File: src/design/bts_defs.svh
// Offsets, field positions, reset values and timing counts of the burst transmit sequencer.
`ifndef BTS_DEFS_SVH
`define BTS_DEFS_SVH

// Register byte addresses on the AXI4-Lite bus.
`define BTS_CTRL_OFS 4'h0
`define BTS_SEED_OFS 4'h4
`define BTS_STATUS_OFS 4'h8
`define BTS_FREQ_OFS 4'hc

// Control register fields.
`define BTS_CTRL_EXT_BIT 0
`define BTS_CTRL_FAST_BIT 1
`define BTS_CTRL_SCR_BIT 2
`define BTS_CTRL_RST 32'h0000_0004
`define BTS_SEED_RST 32'h0000_7fff

// Status register fields.
`define BTS_ST_STATE_LSB 0
`define BTS_ST_CTS_BIT 7
`define BTS_ST_FALLBACK_BIT 8
`define BTS_ST_I_IDLE_BIT 9
`define BTS_ST_Q_IDLE_BIT 10
`define BTS_ST_BUSY_BIT 11
`define BTS_ST_FAST_BIT 12

// AXI responses.
`define BTS_RESP_OKAY 2'h0
`define BTS_RESP_SLVERR 2'h2

// Clock rate and bit rates, and the divider counts derived from them.
`define BTS_CLK_HZ 20000000
`define BTS_RATE_SLOW_BPS 19200
`define BTS_RATE_FAST_BPS 57600
`define BTS_DIV_SLOW (`BTS_CLK_HZ / `BTS_RATE_SLOW_BPS)
`define BTS_DIV_FAST (`BTS_CLK_HZ / `BTS_RATE_FAST_BPS)
`define BTS_LOSS_CYC (2 * `BTS_DIV_SLOW)

// Segment lengths in bit periods.
`define BTS_CW_SLOW 9'h060
`define BTS_CW_FAST 9'h120
`define BTS_TRAIN_LEN 9'h160
`define BTS_UW_LEN 9'h01f
`define BTS_FLUSH_LEN 9'h006
`define BTS_POST_LEN 9'h03e

// Preamble and postamble patterns, sent most significant bit first.
`define BTS_UW_PAT 31'h023a979b
`define BTS_UWP_PAT 31'h6cf4ae20

// Encoder generator taps over {new bit, six older bits}.
`define BTS_G1_TAPS 7'h79
`define BTS_G2_TAPS 7'h5b

// Symbol periods without a transition before a channel counts as idle.
`define BTS_ACT_WIN 7'h40

// Frequency change reply time.
`define BTS_FREQ_MS 200
`define BTS_FREQ_CYC ((`BTS_CLK_HZ / 1000) * `BTS_FREQ_MS)

`endif

File: src/design/bts_pkg.sv
// Types shared by the burst transmit sequencer.
package bts_pkg;

  // Burst sequence states, one-hot.
  typedef enum logic [6:0] {
    BTS_IDLE    = 7'b000_0001,
    BTS_CARRIER = 7'b000_0010,
    BTS_TRAIN   = 7'b000_0100,
    BTS_UWORD   = 7'b000_1000,
    BTS_PAYLOAD = 7'b001_0000,
    BTS_FLUSH   = 7'b010_0000,
    BTS_POST    = 7'b100_0000
  } bts_state_e;

endpackage
File: src/design/bts_burst_tx.sv
// Burst transmit sequencer with its AXI4-Lite register slave.
// Function
// - Bit clock from terrestrial or internal source
// - Lost clock activity falls back to internal
// - Carrier 96 or 288 periods after RTS
// - Then 352 periods of clock training
// - Then 31-bit unique word ends preamble
// - CTS false; next bit is first payload
// - RTS low: flush encoder with 6 bits
// - Then unique word prime twice, 62 bits
// - Then CTS true, ready for next burst
// - Seeded 2^15-1 scrambler or bypass, selectable
// - No differential encoding in burst mode
// - Rate 1/2, K=7 convolutional encoder
// - Encoder outputs feed I and Q separately
// - Report missing activity on I or Q
// - Rate 19.2 or 57.6 kbps, symbol rate follows
// - Frequency change reply within 200 ms
// - Carrier segment sends ones on I and Q
// - Training 1010 and unique word uncoded BPSK
// - Unique word identical on both channels
// - Unique word prime identical on both channels
`timescale 1ns/1ps
`include "bts_defs.svh"

module bts_burst_tx import bts_pkg::*; #(
  parameter int unsigned RELOCK_CYC = `BTS_FREQ_CYC - 1
) (
  input wire logic aclk,
  input wire logic aresetn,
  input wire logic [3:0] s_axi_awaddr,
  input wire logic s_axi_awvalid,
  output logic s_axi_awready,
  input wire logic [31:0] s_axi_wdata,
  input wire logic [3:0] s_axi_wstrb,
  input wire logic s_axi_wvalid,
  output logic s_axi_wready,
  output logic [1:0] s_axi_bresp,
  output logic s_axi_bvalid,
  input wire logic s_axi_bready,
  input wire logic [3:0] s_axi_araddr,
  input wire logic s_axi_arvalid,
  output logic s_axi_arready,
  output logic [31:0] s_axi_rdata,
  output logic [1:0] s_axi_rresp,
  output logic s_axi_rvalid,
  input wire logic s_axi_rready,
  input wire logic tx_clk_in,
  input wire logic tx_data_in,
  input wire logic rts_in,
  output logic cts_out,
  output logic internal_send_clock,
  output logic carrier_on,
  output logic i_bit,
  output logic q_bit,
  output logic sym_strobe
);

  // Byte-lane merge of a write into a stored word.
  function automatic logic [31:0] merge(input logic [31:0] old, input logic [31:0] nw,
                                        input logic [3:0] strb);
    logic [31:0] m;
    m = {{8{strb[3]}}, {8{strb[2]}}, {8{strb[1]}}, {8{strb[0]}}};
    return (old & ~m) | (nw & m);
  endfunction

  // Picks bit idx of a 31-bit pattern, most significant bit first.
  function automatic logic pat_bit(input logic [30:0] pat, input logic [8:0] idx);
    logic [4:0] pos;
    pos = 5'd30 - idx[4:0];
    return pat[pos];
  endfunction

  logic [31:0] ctrl_q, seed_q;
  logic [3:0] awaddr_q;
  logic [31:0] wdata_q;
  logic [3:0] wstrb_q;
  logic aw_got_q, w_got_q;
  logic [22:0] relock_q;
  logic tclk_s1_q, tclk_s2_q, tclk_s3_q;
  logic rts_s1_q, rts_s2_q, rts_s3_q;
  logic txd_s1_q, txd_s2_q;
  logic [10:0] div_q;
  logic [11:0] loss_q;
  logic fallback_q;
  logic rts_rise_q;
  bts_state_e st_q, st_d;
  logic [8:0] seg_q;
  logic [14:0] lfsr_q;
  logic [5:0] enc_q;
  logic [1:0] idle_flag;

  wire sel_ext = ctrl_q[`BTS_CTRL_EXT_BIT];
  wire sel_fast = ctrl_q[`BTS_CTRL_FAST_BIT];
  wire scr_en = ctrl_q[`BTS_CTRL_SCR_BIT];

  // Write side of the bus: address and data are taken in either order, answer follows both.
  wire aw_take = s_axi_awvalid & s_axi_awready;
  wire w_take = s_axi_wvalid & s_axi_wready;
  wire wr_do = aw_got_q & w_got_q & ~s_axi_bvalid;
  wire aw_got_d = (aw_got_q | aw_take) & ~wr_do;
  wire w_got_d = (w_got_q | w_take) & ~wr_do;
  wire bvalid_d = wr_do | (s_axi_bvalid & ~s_axi_bready);
  wire wr_ctrl = wr_do & (awaddr_q == `BTS_CTRL_OFS);
  wire wr_seed = wr_do & (awaddr_q == `BTS_SEED_OFS);
  wire wr_freq = wr_do & (awaddr_q == `BTS_FREQ_OFS);
  wire wr_ok = wr_ctrl | wr_seed | wr_freq | (awaddr_q == `BTS_STATUS_OFS);

  always_ff @(posedge aclk) begin
    if (!aresetn) begin
      aw_got_q <= 1'b0;
      w_got_q <= 1'b0;
      s_axi_awready <= 1'b0;
      s_axi_wready <= 1'b0;
      s_axi_bvalid <= 1'b0;
      s_axi_bresp <= `BTS_RESP_OKAY;
      awaddr_q <= 4'h0;
      wdata_q <= 32'h0;
      wstrb_q <= 4'h0;
    end else begin
      aw_got_q <= aw_got_d;
      w_got_q <= w_got_d;
      s_axi_awready <= ~aw_got_d & ~bvalid_d;
      s_axi_wready <= ~w_got_d & ~bvalid_d;
      s_axi_bvalid <= bvalid_d;
      if (aw_take) awaddr_q <= {s_axi_awaddr[3:2], 2'b00};
      if (w_take) begin
        wdata_q <= s_axi_wdata;
        wstrb_q <= s_axi_wstrb;
      end
      if (wr_do) s_axi_bresp <= wr_ok ? `BTS_RESP_OKAY : `BTS_RESP_SLVERR;
    end
  end

  // Configuration registers; a write to the frequency register starts the relock reply timer.
  always_ff @(posedge aclk) begin
    if (!aresetn) begin
      ctrl_q <= `BTS_CTRL_RST;
      seed_q <= `BTS_SEED_RST;
      relock_q <= 23'h0;
    end else begin
      if (wr_ctrl) ctrl_q <= merge(ctrl_q, wdata_q, wstrb_q) & 32'h0000_0007;
      if (wr_seed) seed_q <= merge(seed_q, wdata_q, wstrb_q) & 32'h0000_7fff;
      if (wr_freq) relock_q <= 23'(RELOCK_CYC);
      else if (relock_q != 23'h0) relock_q <= relock_q - 23'h1;
    end
  end

  // Read side: one read at a time, data captured when the address is taken.
  wire ar_take = s_axi_arvalid & s_axi_arready;
  wire rvalid_d = ar_take | (s_axi_rvalid & ~s_axi_rready);
  wire [3:0] ar_word = {s_axi_araddr[3:2], 2'b00};
  wire [31:0] status_w = {19'h0, sel_fast, relock_q != 23'h0, idle_flag[1], idle_flag[0],
                          fallback_q, cts_out, st_q};
  wire ar_ok = (ar_word == `BTS_CTRL_OFS) | (ar_word == `BTS_SEED_OFS) |
               (ar_word == `BTS_STATUS_OFS) | (ar_word == `BTS_FREQ_OFS);
  wire [31:0] rd_mux = (ar_word == `BTS_CTRL_OFS) ? ctrl_q :
                       (ar_word == `BTS_SEED_OFS) ? seed_q :
                       (ar_word == `BTS_STATUS_OFS) ? status_w : 32'h0;

  always_ff @(posedge aclk) begin
    if (!aresetn) begin
      s_axi_arready <= 1'b0;
      s_axi_rvalid <= 1'b0;
      s_axi_rdata <= 32'h0;
      s_axi_rresp <= `BTS_RESP_OKAY;
    end else begin
      s_axi_arready <= ~rvalid_d;
      s_axi_rvalid <= rvalid_d;
      if (ar_take) begin
        s_axi_rdata <= rd_mux;
        s_axi_rresp <= ar_ok ? `BTS_RESP_OKAY : `BTS_RESP_SLVERR;
      end
    end
  end

  // Pin synchronisers; only the second and third stages feed any logic.
  always_ff @(posedge aclk) begin
    if (!aresetn) begin
      tclk_s1_q <= 1'b0;
      tclk_s2_q <= 1'b0;
      tclk_s3_q <= 1'b0;
      rts_s1_q <= 1'b0;
      rts_s2_q <= 1'b0;
      rts_s3_q <= 1'b0;
      txd_s1_q <= 1'b0;
      txd_s2_q <= 1'b0;
    end else begin
      tclk_s1_q <= tx_clk_in;
      tclk_s2_q <= tclk_s1_q;
      tclk_s3_q <= tclk_s2_q;
      rts_s1_q <= rts_in;
      rts_s2_q <= rts_s1_q;
      rts_s3_q <= rts_s2_q;
      txd_s1_q <= tx_data_in;
      txd_s2_q <= txd_s1_q;
    end
  end

  // Internal send clock divider; its period follows the selected data rate.
  wire [10:0] div_last = sel_fast ? 11'(`BTS_DIV_FAST - 1) : 11'(`BTS_DIV_SLOW - 1);
  wire int_tick = (div_q >= div_last);
  wire ext_edge = tclk_s2_q & ~tclk_s3_q;
  wire use_ext = sel_ext & ~fallback_q;
  // Data is sampled on the same edge as the chosen clock, so the far end's clock paces the burst when it is selected.
  wire bit_tick = use_ext ? ext_edge : int_tick;

  always_ff @(posedge aclk) begin
    if (!aresetn) begin
      div_q <= 11'h0;
      internal_send_clock <= 1'b0;
    end else begin
      div_q <= int_tick ? 11'h0 : div_q + 11'h1;
      internal_send_clock <= (div_q < {1'b0, div_last[10:1]});
    end
  end

  // Activity detector on the terrestrial clock; two slow bit periods without an edge is a fault.
  // Recovery is automatic once edges return, so a reconnected cable needs no software action.
  always_ff @(posedge aclk) begin
    if (!aresetn) begin
      loss_q <= 12'h0;
      fallback_q <= 1'b0;
    end else if (ext_edge) begin
      loss_q <= 12'h0;
      fallback_q <= 1'b0;
    end else if (loss_q >= 12'(`BTS_LOSS_CYC)) begin
      fallback_q <= 1'b1;
    end else begin
      loss_q <= loss_q + 12'h1;
    end
  end

  // Segment length for the current state, counted in bit periods.
  wire [8:0] cw_len = sel_fast ? `BTS_CW_FAST : `BTS_CW_SLOW;
  wire [8:0] seg_len = (st_q == BTS_CARRIER) ? cw_len :
                       (st_q == BTS_TRAIN) ? `BTS_TRAIN_LEN :
                       (st_q == BTS_UWORD) ? `BTS_UW_LEN :
                       (st_q == BTS_FLUSH) ? `BTS_FLUSH_LEN : `BTS_POST_LEN;
  wire seg_last = (seg_q == seg_len - 9'h1);
  wire rts_hi = rts_s3_q;

  // Burst sequence; every step happens on a bit-clock tick.
  always_comb begin
    st_d = st_q;
    if (bit_tick) begin
      unique case (st_q)
        BTS_IDLE: if (rts_rise_q) st_d = BTS_CARRIER;
        BTS_CARRIER: if (seg_last) st_d = BTS_TRAIN;
        BTS_TRAIN: if (seg_last) st_d = BTS_UWORD;
        BTS_UWORD: if (seg_last) st_d = BTS_PAYLOAD;
        BTS_PAYLOAD: if (!rts_hi) st_d = BTS_FLUSH;
        BTS_FLUSH: if (seg_last) st_d = BTS_POST;
        BTS_POST: if (seg_last) st_d = BTS_IDLE;
      endcase
    end
  end

  // Rising edge of RTS is remembered until idle; an edge that lands on the clearing tick is kept.
  always_ff @(posedge aclk) begin
    if (!aresetn) begin
      rts_rise_q <= 1'b0;
    end else if (rts_s2_q & ~rts_s3_q) begin
      rts_rise_q <= 1'b1;
    end else if (bit_tick & (st_q == BTS_IDLE)) begin
      rts_rise_q <= 1'b0;
    end
  end

  // Payload path: scrambler output and encoder input for this tick.
  wire lfsr_fb = lfsr_q[14] ^ lfsr_q[13];
  wire pay_bit = scr_en ? (txd_s2_q ^ lfsr_fb) : txd_s2_q;
  wire enc_in = (st_q == BTS_PAYLOAD) & rts_hi & pay_bit; // Zero while flushing.
  wire [6:0] enc_vec = {enc_in, enc_q};
  wire g1_bit = ^(enc_vec & `BTS_G1_TAPS);
  wire g2_bit = ^(enc_vec & `BTS_G2_TAPS);
  wire [8:0] post_idx = (seg_q >= `BTS_UW_LEN) ? seg_q - `BTS_UW_LEN : seg_q;
  wire pre_bit = (st_q == BTS_CARRIER) ? 1'b1 :
                 (st_q == BTS_TRAIN) ? ~seg_q[0] :
                 (st_q == BTS_UWORD) ? pat_bit(`BTS_UW_PAT, seg_q) :
                 pat_bit(`BTS_UWP_PAT, post_idx);
  wire coded = (st_q == BTS_PAYLOAD) | (st_q == BTS_FLUSH);
  // The tick that finds RTS low already sends flush bit 0, so no symbol period is wasted.
  wire sending = coded;

  // Sequencer registers and channel outputs.
  always_ff @(posedge aclk) begin
    if (!aresetn) begin
      st_q <= BTS_IDLE;
      seg_q <= 9'h0;
      lfsr_q <= 15'h0;
      enc_q <= 6'h0;
      cts_out <= 1'b1;
      carrier_on <= 1'b0;
      i_bit <= 1'b0;
      q_bit <= 1'b0;
      sym_strobe <= 1'b0;
    end else begin
      st_q <= st_d;
      // A tick loads the symbol of the state it finds, so the last postamble bit gets a full period.
      sym_strobe <= bit_tick & (st_q != BTS_IDLE);
      if (bit_tick) begin
        // Flush restarts at 1 because the payload's closing tick carried flush bit 0.
        seg_q <= (st_d == st_q) ? seg_q + 9'h1 : (st_d == BTS_FLUSH) ? 9'h1 : 9'h0;
        carrier_on <= (st_q != BTS_IDLE);
        if (st_d == BTS_PAYLOAD && st_q == BTS_UWORD) cts_out <= 1'b0;
        if (st_q == BTS_IDLE) cts_out <= 1'b1;
        if (st_q == BTS_IDLE && st_d == BTS_CARRIER) begin
          lfsr_q <= seed_q[14:0];
          enc_q <= 6'h0;
        end
        if (sending) begin
          enc_q <= enc_vec[6:1];
          if (st_q == BTS_PAYLOAD && rts_hi && scr_en) lfsr_q <= {lfsr_q[13:0], lfsr_fb};
          i_bit <= g1_bit;
          q_bit <= g2_bit;
        end else if (st_q == BTS_IDLE) begin
          i_bit <= 1'b0;
          q_bit <= 1'b0;
        end else begin
          i_bit <= pre_bit;
          q_bit <= pre_bit;
        end
      end
    end
  end

  // Shaping-path activity: a channel with no transition for a window of payload symbols
  // is flagged. Preamble segments are exempt because the carrier segment is constant by design.
  logic [1:0] chan_bit;
  assign chan_bit = {q_bit, i_bit};
  genvar ch;
  generate
    for (ch = 0; ch < 2; ch++) begin : g_act
      logic prev_q;
      logic [6:0] quiet_q;
      logic idle_q;
      always_ff @(posedge aclk) begin
        if (!aresetn) begin
          prev_q <= 1'b0;
          quiet_q <= 7'h0;
          idle_q <= 1'b0;
        end else begin
          prev_q <= chan_bit[ch];
          if (prev_q != chan_bit[ch]) begin
            quiet_q <= 7'h0;
            idle_q <= 1'b0;
          end else if (sym_strobe & coded) begin
            if (quiet_q >= `BTS_ACT_WIN) idle_q <= 1'b1;
            else quiet_q <= quiet_q + 7'h1;
          end
        end
      end
      assign idle_flag[ch] = idle_q;
    end
  endgenerate

endmodule // bts_burst_tx

File: config.mk
export PLATFORM = sky130hd
export DESIGN_NAME = bts_burst_tx
export DESIGN_NICKNAME = d
export VERILOG_FILES = /design/src/design/bts_pkg.sv /design/src/design/bts_burst_tx.sv
export VERILOG_INCLUDE_DIRS = /design/src /design/src/design
export SDC_FILE = /design/constraint.sdc
export NUM_CORES = 1
export LEC_CHECK = 0
export BUFFER_PORTS_ARGS = -buffer_cell sky130_fd_sc_hd__buf_2
export CORE_AREA = 4 4 158 145
export DETAILED_ROUTE_END_ITERATION = 6
export DIE_AREA = 0 0 162 149
export HOLD_SLACK_MARGIN = 0.06
export PLACE_DENSITY_LB_ADDON = 0.2
export SYNTH_ARGS = -nofsm -noshare
export SYNTH_HDL_FRONTEND = slang
export SYNTH_SLANG_ARGS = --single-unit
File: constraint.sdc
create_clock -name aclk -period 7.74 [get_ports aclk]
set_input_delay 0.387 -clock aclk [delete_from_list [all_inputs] [get_ports aclk]]
set_output_delay 0.387 -clock aclk [all_outputs]
set_load 0.02 [all_outputs]
==> results of run 1 <==
==> Yosys cell counts, drive strengths merged, types with 25 or more instances <==
cell	count	area [µm²]
dfxtp	178	3560
nor2	125	469
nand2	120	450
nand3	64	325
a21oi	58	290
clkbuf	55	206
o21ai	55	275
xnor2	39	342
xor2	31	272
inv	27	101
ha	26	325
nor3	26	130
buf	25	181
==> routing by layer <==
layer  up-vias  track usage  wire, µm
met1      3455        0.248     10500
met5         -            0         0
met3        23       0.0368       819
met2       130        0.278      9280
met4         0       0.0448       274
li1       3769            -         -
==> through the flow <==
| stage | instance area (µm²) | power, W | util | hold slack, ns | cells |
|---|---|---|---|---|---|
| after floorplan | 8900 | 0.00131 | - | 0.412 | 1090 |
| after global placement | 9210 | 0.00137 | 0.432 | 0.439 | 1364 |
| after detailed placement | 9210 | 0.00137 | 0.432 | 0.438 | 1364 |
| after CTS | 9790 | 0.00222 | 0.459 | 0.144 | 1396 |
| after global routing | 9790 | 0.00231 | 0.459 | 0.140 | 1396 |
| final | 9790 | 0.00220 | 0.459 | 0.158 | 1396 |
==> cell usage in the layout, fill, tap and decap left out, types with 13 or more instances in the layout <==
| master | Yosys | layout |
|---|---|---|
| xor2_1 | 31 | 31 |
| clkbuf_16 | 0 | 17 |
| mux2i_1 | 13 | 13 |
| nor4_1 | 14 | 14 |
| dfxtp_1 | 178 | 178 |
| nand3_1 | 63 | 63 |
| nor2_1 | 125 | 125 |
| conb_1 | 1 | 19 |
| nand2_1 | 120 | 120 |
| a22oi_1 | 21 | 21 |
| o21ai_0 | 51 | 51 |
| and3_1 | 15 | 15 |
| and2_1 | 20 | 20 |
| a21oi_1 | 58 | 57 |
| xnor2_1 | 39 | 39 |
| inv_1 | 26 | 26 |
| nor3_1 | 26 | 26 |
| buf_2 | 1 | 58 |
| ha_1 | 26 | 26 |
==> final timing paths <==
path / endpoint / cells after the start / slack [ns]
setup / recovery: enc_q[3] / 11 / 3.33
hold / removal: txd_s1_q / 2 / 0.16
setup reg to reg: enc_q[3] / 11 / 3.33
hold reg to reg: tclk_s3_q / 2 / 0.45
==> critical path, cell delays in order (launching register included) <==
cell      delay [ns]
dfxtp_1         0.64
inv_1           0.26
ha_1            0.36
o211ai_1        0.09
a31oi_1         0.14
o22ai_1         0.19
a21oi_2         0.74
buf_4           0.38
and3_1          0.84
o21ai_1         0.31
a22oi_1         0.27
nor2_1          0.05
==> cells by family (layout without fill, tap and decap cells) <==
group                    after synthesis  after routing
AO/OA/AOI/OAI                        216            216
XOR/XNOR                              70             70
adder cells (fa/ha/maj)               26             26
buffers and inverters                108            123
flip-flops                           178            178
multiplexers                          17             17
other                                  1             19
AND/OR/NAND/NOR                      456            456
==> report_power, final <==
group / switching (W) / total (W) / internal [W]
logic: 0.000208 / 0.000346 / 0.000138
registers: 0.0000397 / 0.00101 / 0.000966
clock network: 0.000412 / 0.000848 / 0.000436
total: 0.000660 / 0.00220 / 0.00154
==> cell type report <==
cell class,count,area [µm²]
Sequential cell,178,3560
Clock inverter,14,140
Clock buffer,18,439
Fill cell,2146,11500
Inverter,28,105
Multi-Input combinational cell,804,4850
Timing Repair Buffer,63,328
Tap cell,291,364
==> summary.md, run 1 <==
| Metric | Value |
|---|---|
| Status | completed |
| Setup Skew | 0.0128 ns |
| Data required, critical path | 8.04 ns |
| I/O pins | 101 |
| Drt total wl | 20,900 µm |
| Hold wc startpoint | tx_data_in |
| Post-Synth Simple-Gate Area | 0.251 |
| Largest net degree at the start of global routing | 72 |
| Die width | 162 µm |
| Yosys reg bits | 178 |
| Post-synthesis mux area share | 0.0198 |
| Grt total ovfl | 0 |
| Share of layout cells above drive strength 1 | 0.103 |
| MaxCap Viol Count | 0 |
| Core box area | 21,300 µm² |
| H-Tree Level Count | 4 |
| Share of flip-flops with an asynchronous set or reset | 0 |
| Mapped Cells | around 1,100 |
| Postcts setup bufs | 0 |
| CTS tree | done |
| Post-synthesis compound-gate area fraction | 0.163 |
| CP Max Fanout | 31 |
| Yosys warns | 0 |
| Crit path capture type | flop |
| Critical path type | reg2reg |
| Worst-path clk slew | 0.07 ns |
| Slew @ Worst Pin | ~1.3 ns |
| Crit path DAT | about 4.7 ns |
| Leak | between 3 and 4 nW |
| RSZ-0062 raised after global routing | false |
| Vias after detailed routing | 7,377 |
| CTS hold repair buffers | 0 |
| Final Critical Period | 4.41 ns |
| XOR/XNOR share of the synthesized area | 0.0694 |
| Slew Limit Fails | 0 |
| Setup_tns | 0 ns |
| WL per Instance | between 10 and 15 µm |
| CTS Buf Count | 17 |
| Fin. Hold Viols | 0 |
| Setup ws final | 3.33 ns |
| F_max | between 200 and 250 MHz |
| Routability cong. | slightly below 0.9 |
| EDFF count, synth | 0 |
| Buffers on Ports | 58 |
| Nets | 1,172 |
| Power per Cell Area | 225 nW/µm² |
| Initial antenna violation count | 0 |
| HPWL after detailed placement | 14,100 µm |
| Max IR drop VDD | 0.146 mV |
| Tot GR Track Use | 0.177 |
| Number of diodes | 0 |
| Mapped Avg Cell Area | around 8.2 µm² |
| Predominant post-synthesis flop cell | dfxtp_1 |
| Rel. slew slack | 0.145 |
| Antenna Nets Post-Route | 0 |
| Num Clock Sinks | 178 |
| Number of global-route vias before repair | approximately 7,000 |
| Iteration-0 DRC Markers | a little over 400 |
| Worst-case clock buffer depth | 2 |
| First-pass GRT wire length | 35,100 µm |
| Setup violators final | 0 |
| Post_cts resized | 0 |
| Die area | 24,100 µm² |
| Drt first pass iters | 5 |
| Fin crit share | 0.570 |
| Post-synthesis adder-cell area fraction | 0.0368 |
| DRC errors left | 0 |
| Synth cell types | 78 |
| Largest family of logic cells by synthesized area | simple AND/OR/NAND/NOR gates |
| Rows | 51 |
| Worst min-delay path class | in2reg |
| Overall die height | between 100 and 150 µm |
| Setup crit start kind | flop |
| Vias per Instance | about 5.3 |
| Part of the Yosys area used for sequential elements | 0.404 |
| Skew-Pair Late Insertion Delay | 0.43 ns |
| Starting Density | 0.414 |
| CTS root buf | clkbuf_16 |
| DP Worst Slack | 3.37 ns |
| Synthesized area | 8830 µm² |
| Area Growth Syn to Fin | 10.8% |
Note: power is estimated with default switching activity, not from simulation.
==> run 2: changes to the inputs <==
clock period = 4.1 ns   (was 7.74 ns; I/O delays follow)
==> run 2 against run 1 <==
- worst hold slack got worse by 0.013 ns
- combinational power increased by 96%
- register-to-register slack got worse by 2.8 ns
- setup slack got worse by 2.8 ns
- power increased by 89%
- global-route usage increased by 0.37 points
- largest power group unchanged
==> summary.md, run 2 (synthesized netlist as in run 1, its figures left out) <==
| Metric | Value |
|---|---|
| Crit path capture type | flop |
| H-Tree Level Count | 4 |
| F_max | about 280 MHz |
| Rows | 51 |
| Routability cong. | just over 0.9 |
| Critical path type | reg2reg |
| Slew @ Worst Pin | 0.953 ns |
| I/O pins | slightly above 100 |
| Slew Limit Fails | 0 |
| CTS root buf | clkbuf_16 |
| Status | completed |
| Worst-case clock buffer depth | 2 |
| CTS hold repair buffers | 26 |
| Fin. Hold Viols | 0 |
| Vias per Instance | 5.28 |
| Crit path DAT | 3.94 ns |
| DRC errors left | 0 |
| Commonest non-fill, non-tap cells in the layout | 178 x dfxtp_1, 125 x nor2_1, 120 x nand2_1, 63 x nand3_1, 58 x buf_2 |
| First-pass GRT wire length | 35,800 µm |
| Grt total ovfl | 0 |
| Core box area | 21,300 µm² |
| Iteration-0 DRC Markers | 542 |
| Buffers on Ports | 58 |
| Postcts setup bufs | 0 |
| Tot GR Track Use | 0.180 |
| Worst min-delay path class | in2reg |
| HPWL after detailed placement | 14,800 µm |
| Setup ws final | 0.481 ns |
| Vias after detailed routing | 7,607 |
| Drt first pass iters | 5 |
| Largest net degree at the start of global routing | 63 |
| Post_cts resized | 0 |
| Area Growth Syn to Fin | 15.4% |
| MaxCap Viol Count | 0 |
| CTS Buf Count | 17 |
| Setup crit start kind | flop |
| DP Worst Slack | 0.536 ns |
| Die width | 162 µm |
| Setup violators final | 0 |
| Skew-Pair Late Insertion Delay | between 0.4 and 0.5 ns |
| CP Max Fanout | 7 |
| Num Clock Sinks | 178 |
| Number of global-route vias before repair | 7,033 |
| WL per Instance | 15.0 µm |
| Max IR drop VDD | roughly 0.24 mV |
| Setup Skew | 0.0186 ns |
| Power per Cell Area | 407 nW/µm² |
| Number of diodes | 0 |
| Overall die height | 149 µm |
| Leak | 4.07 nW |
| Worst-path clk slew | roughly 0.08 ns |
| Die area | 24,100 µm² |
| Rel. slew slack | 0.363 |
| Fin crit share | 0.883 |
| Share of layout cells above drive strength 1 | 0.116 |
| Hold slack | 0.145 ns |
| Nets | 1,218 |
| Antenna Nets Post-Route | 0 |
| Drt total wl | around 22,000 µm |
| Starting Density | 0.414 |
| Setup_tns | 0 ns |
| Data required, critical path | 4.42 ns |
| Commonest non-fill, non-tap cell in the layout | dfxtp_1 |
| CTS tree | done |
| RSZ-0062 raised after global routing | false |
| Initial antenna violation count | 0 |
| Final Critical Period | 3.62 ns |
[run 2: cell count changes in the layout (fill, tap and decap cells not counted)]
cell           delta
dlygate4sd3_1    +26
clkbuf_1          +1
buf_4            +20
clkinv_4          +1
clkbuf_8          -1
inv_6             +1
clkinvlp_4        -2
[run 2: where the power goes]
| part | leakage [nW] | switching [W] | internal (W) |
|---|---|---|---|
| Combinational | 2.35 | 0.000399 | 0.000278 |
| Sequential | 1.45 | 0.0000752 | 0.00182 |
| Clock | 0.279 | 0.000767 | 0.000810 |
[run 2: path summary, 6_finish.rpt]
kind,cells past startpoint,endpoint,from,slack (ns)
min,3,aw_got_q,s_axi_awvalid,0.15
max reg2reg,12,st_q[2],st_q[5],0.48
max,12,st_q[2],st_q[5],0.48
min reg2reg,1,txd_s2_q,txd_s1_q,0.44
[run 2: cell type report]
class | count | area [µm²]
clock inverters | 14 | 143
multi-input cells | 804 | 4850
fillers | 2053 | 11100
flip-flops and latches | 178 | 3560
well taps | 291 | 364
clock buffers | 18 | 429
inverters | 28 | 105
repair buffers | 109 | 738
[run 2: metal layers]
| metal | track usage | share of wire |
|---|---|---|
| met5 | 0 | 0 |
| met4 | 0.0474 | 0.013 |
| met3 | 0.0323 | 0.038 |
| met2 | 0.290 | 0.46 |
| met1 | 0.251 | 0.49 |
[run 2: critical path: stages, from the launching register on]
cell	delay (ns)
dfxtp_1	0.32
or4_4	0.59
or3_4	0.43
clkinv_1	0.08
ha_1	0.24
xor2_1	0.15
a2111o_1	0.36
a2111oi_4	0.35
buf_4	0.23
o2bb2ai_1	0.18
a21o_1	0.33
o31ai_1	0.09
and2_1	0.15
[run 2: metrics by stage]
stage	area, µm²	total power [W]	std cells	utilization
6_report	10200	0.00415	1442	0.478
4_1_cts	10200	0.00420	1442	0.478
5_1_grt	10200	0.00437	1442	0.478
3_3_place_gp	9360	0.00259	1384	0.439
2_1_floorplan	8900	0.00247	1090	-
3_5_place_dp	9360	0.00260	1384	0.439
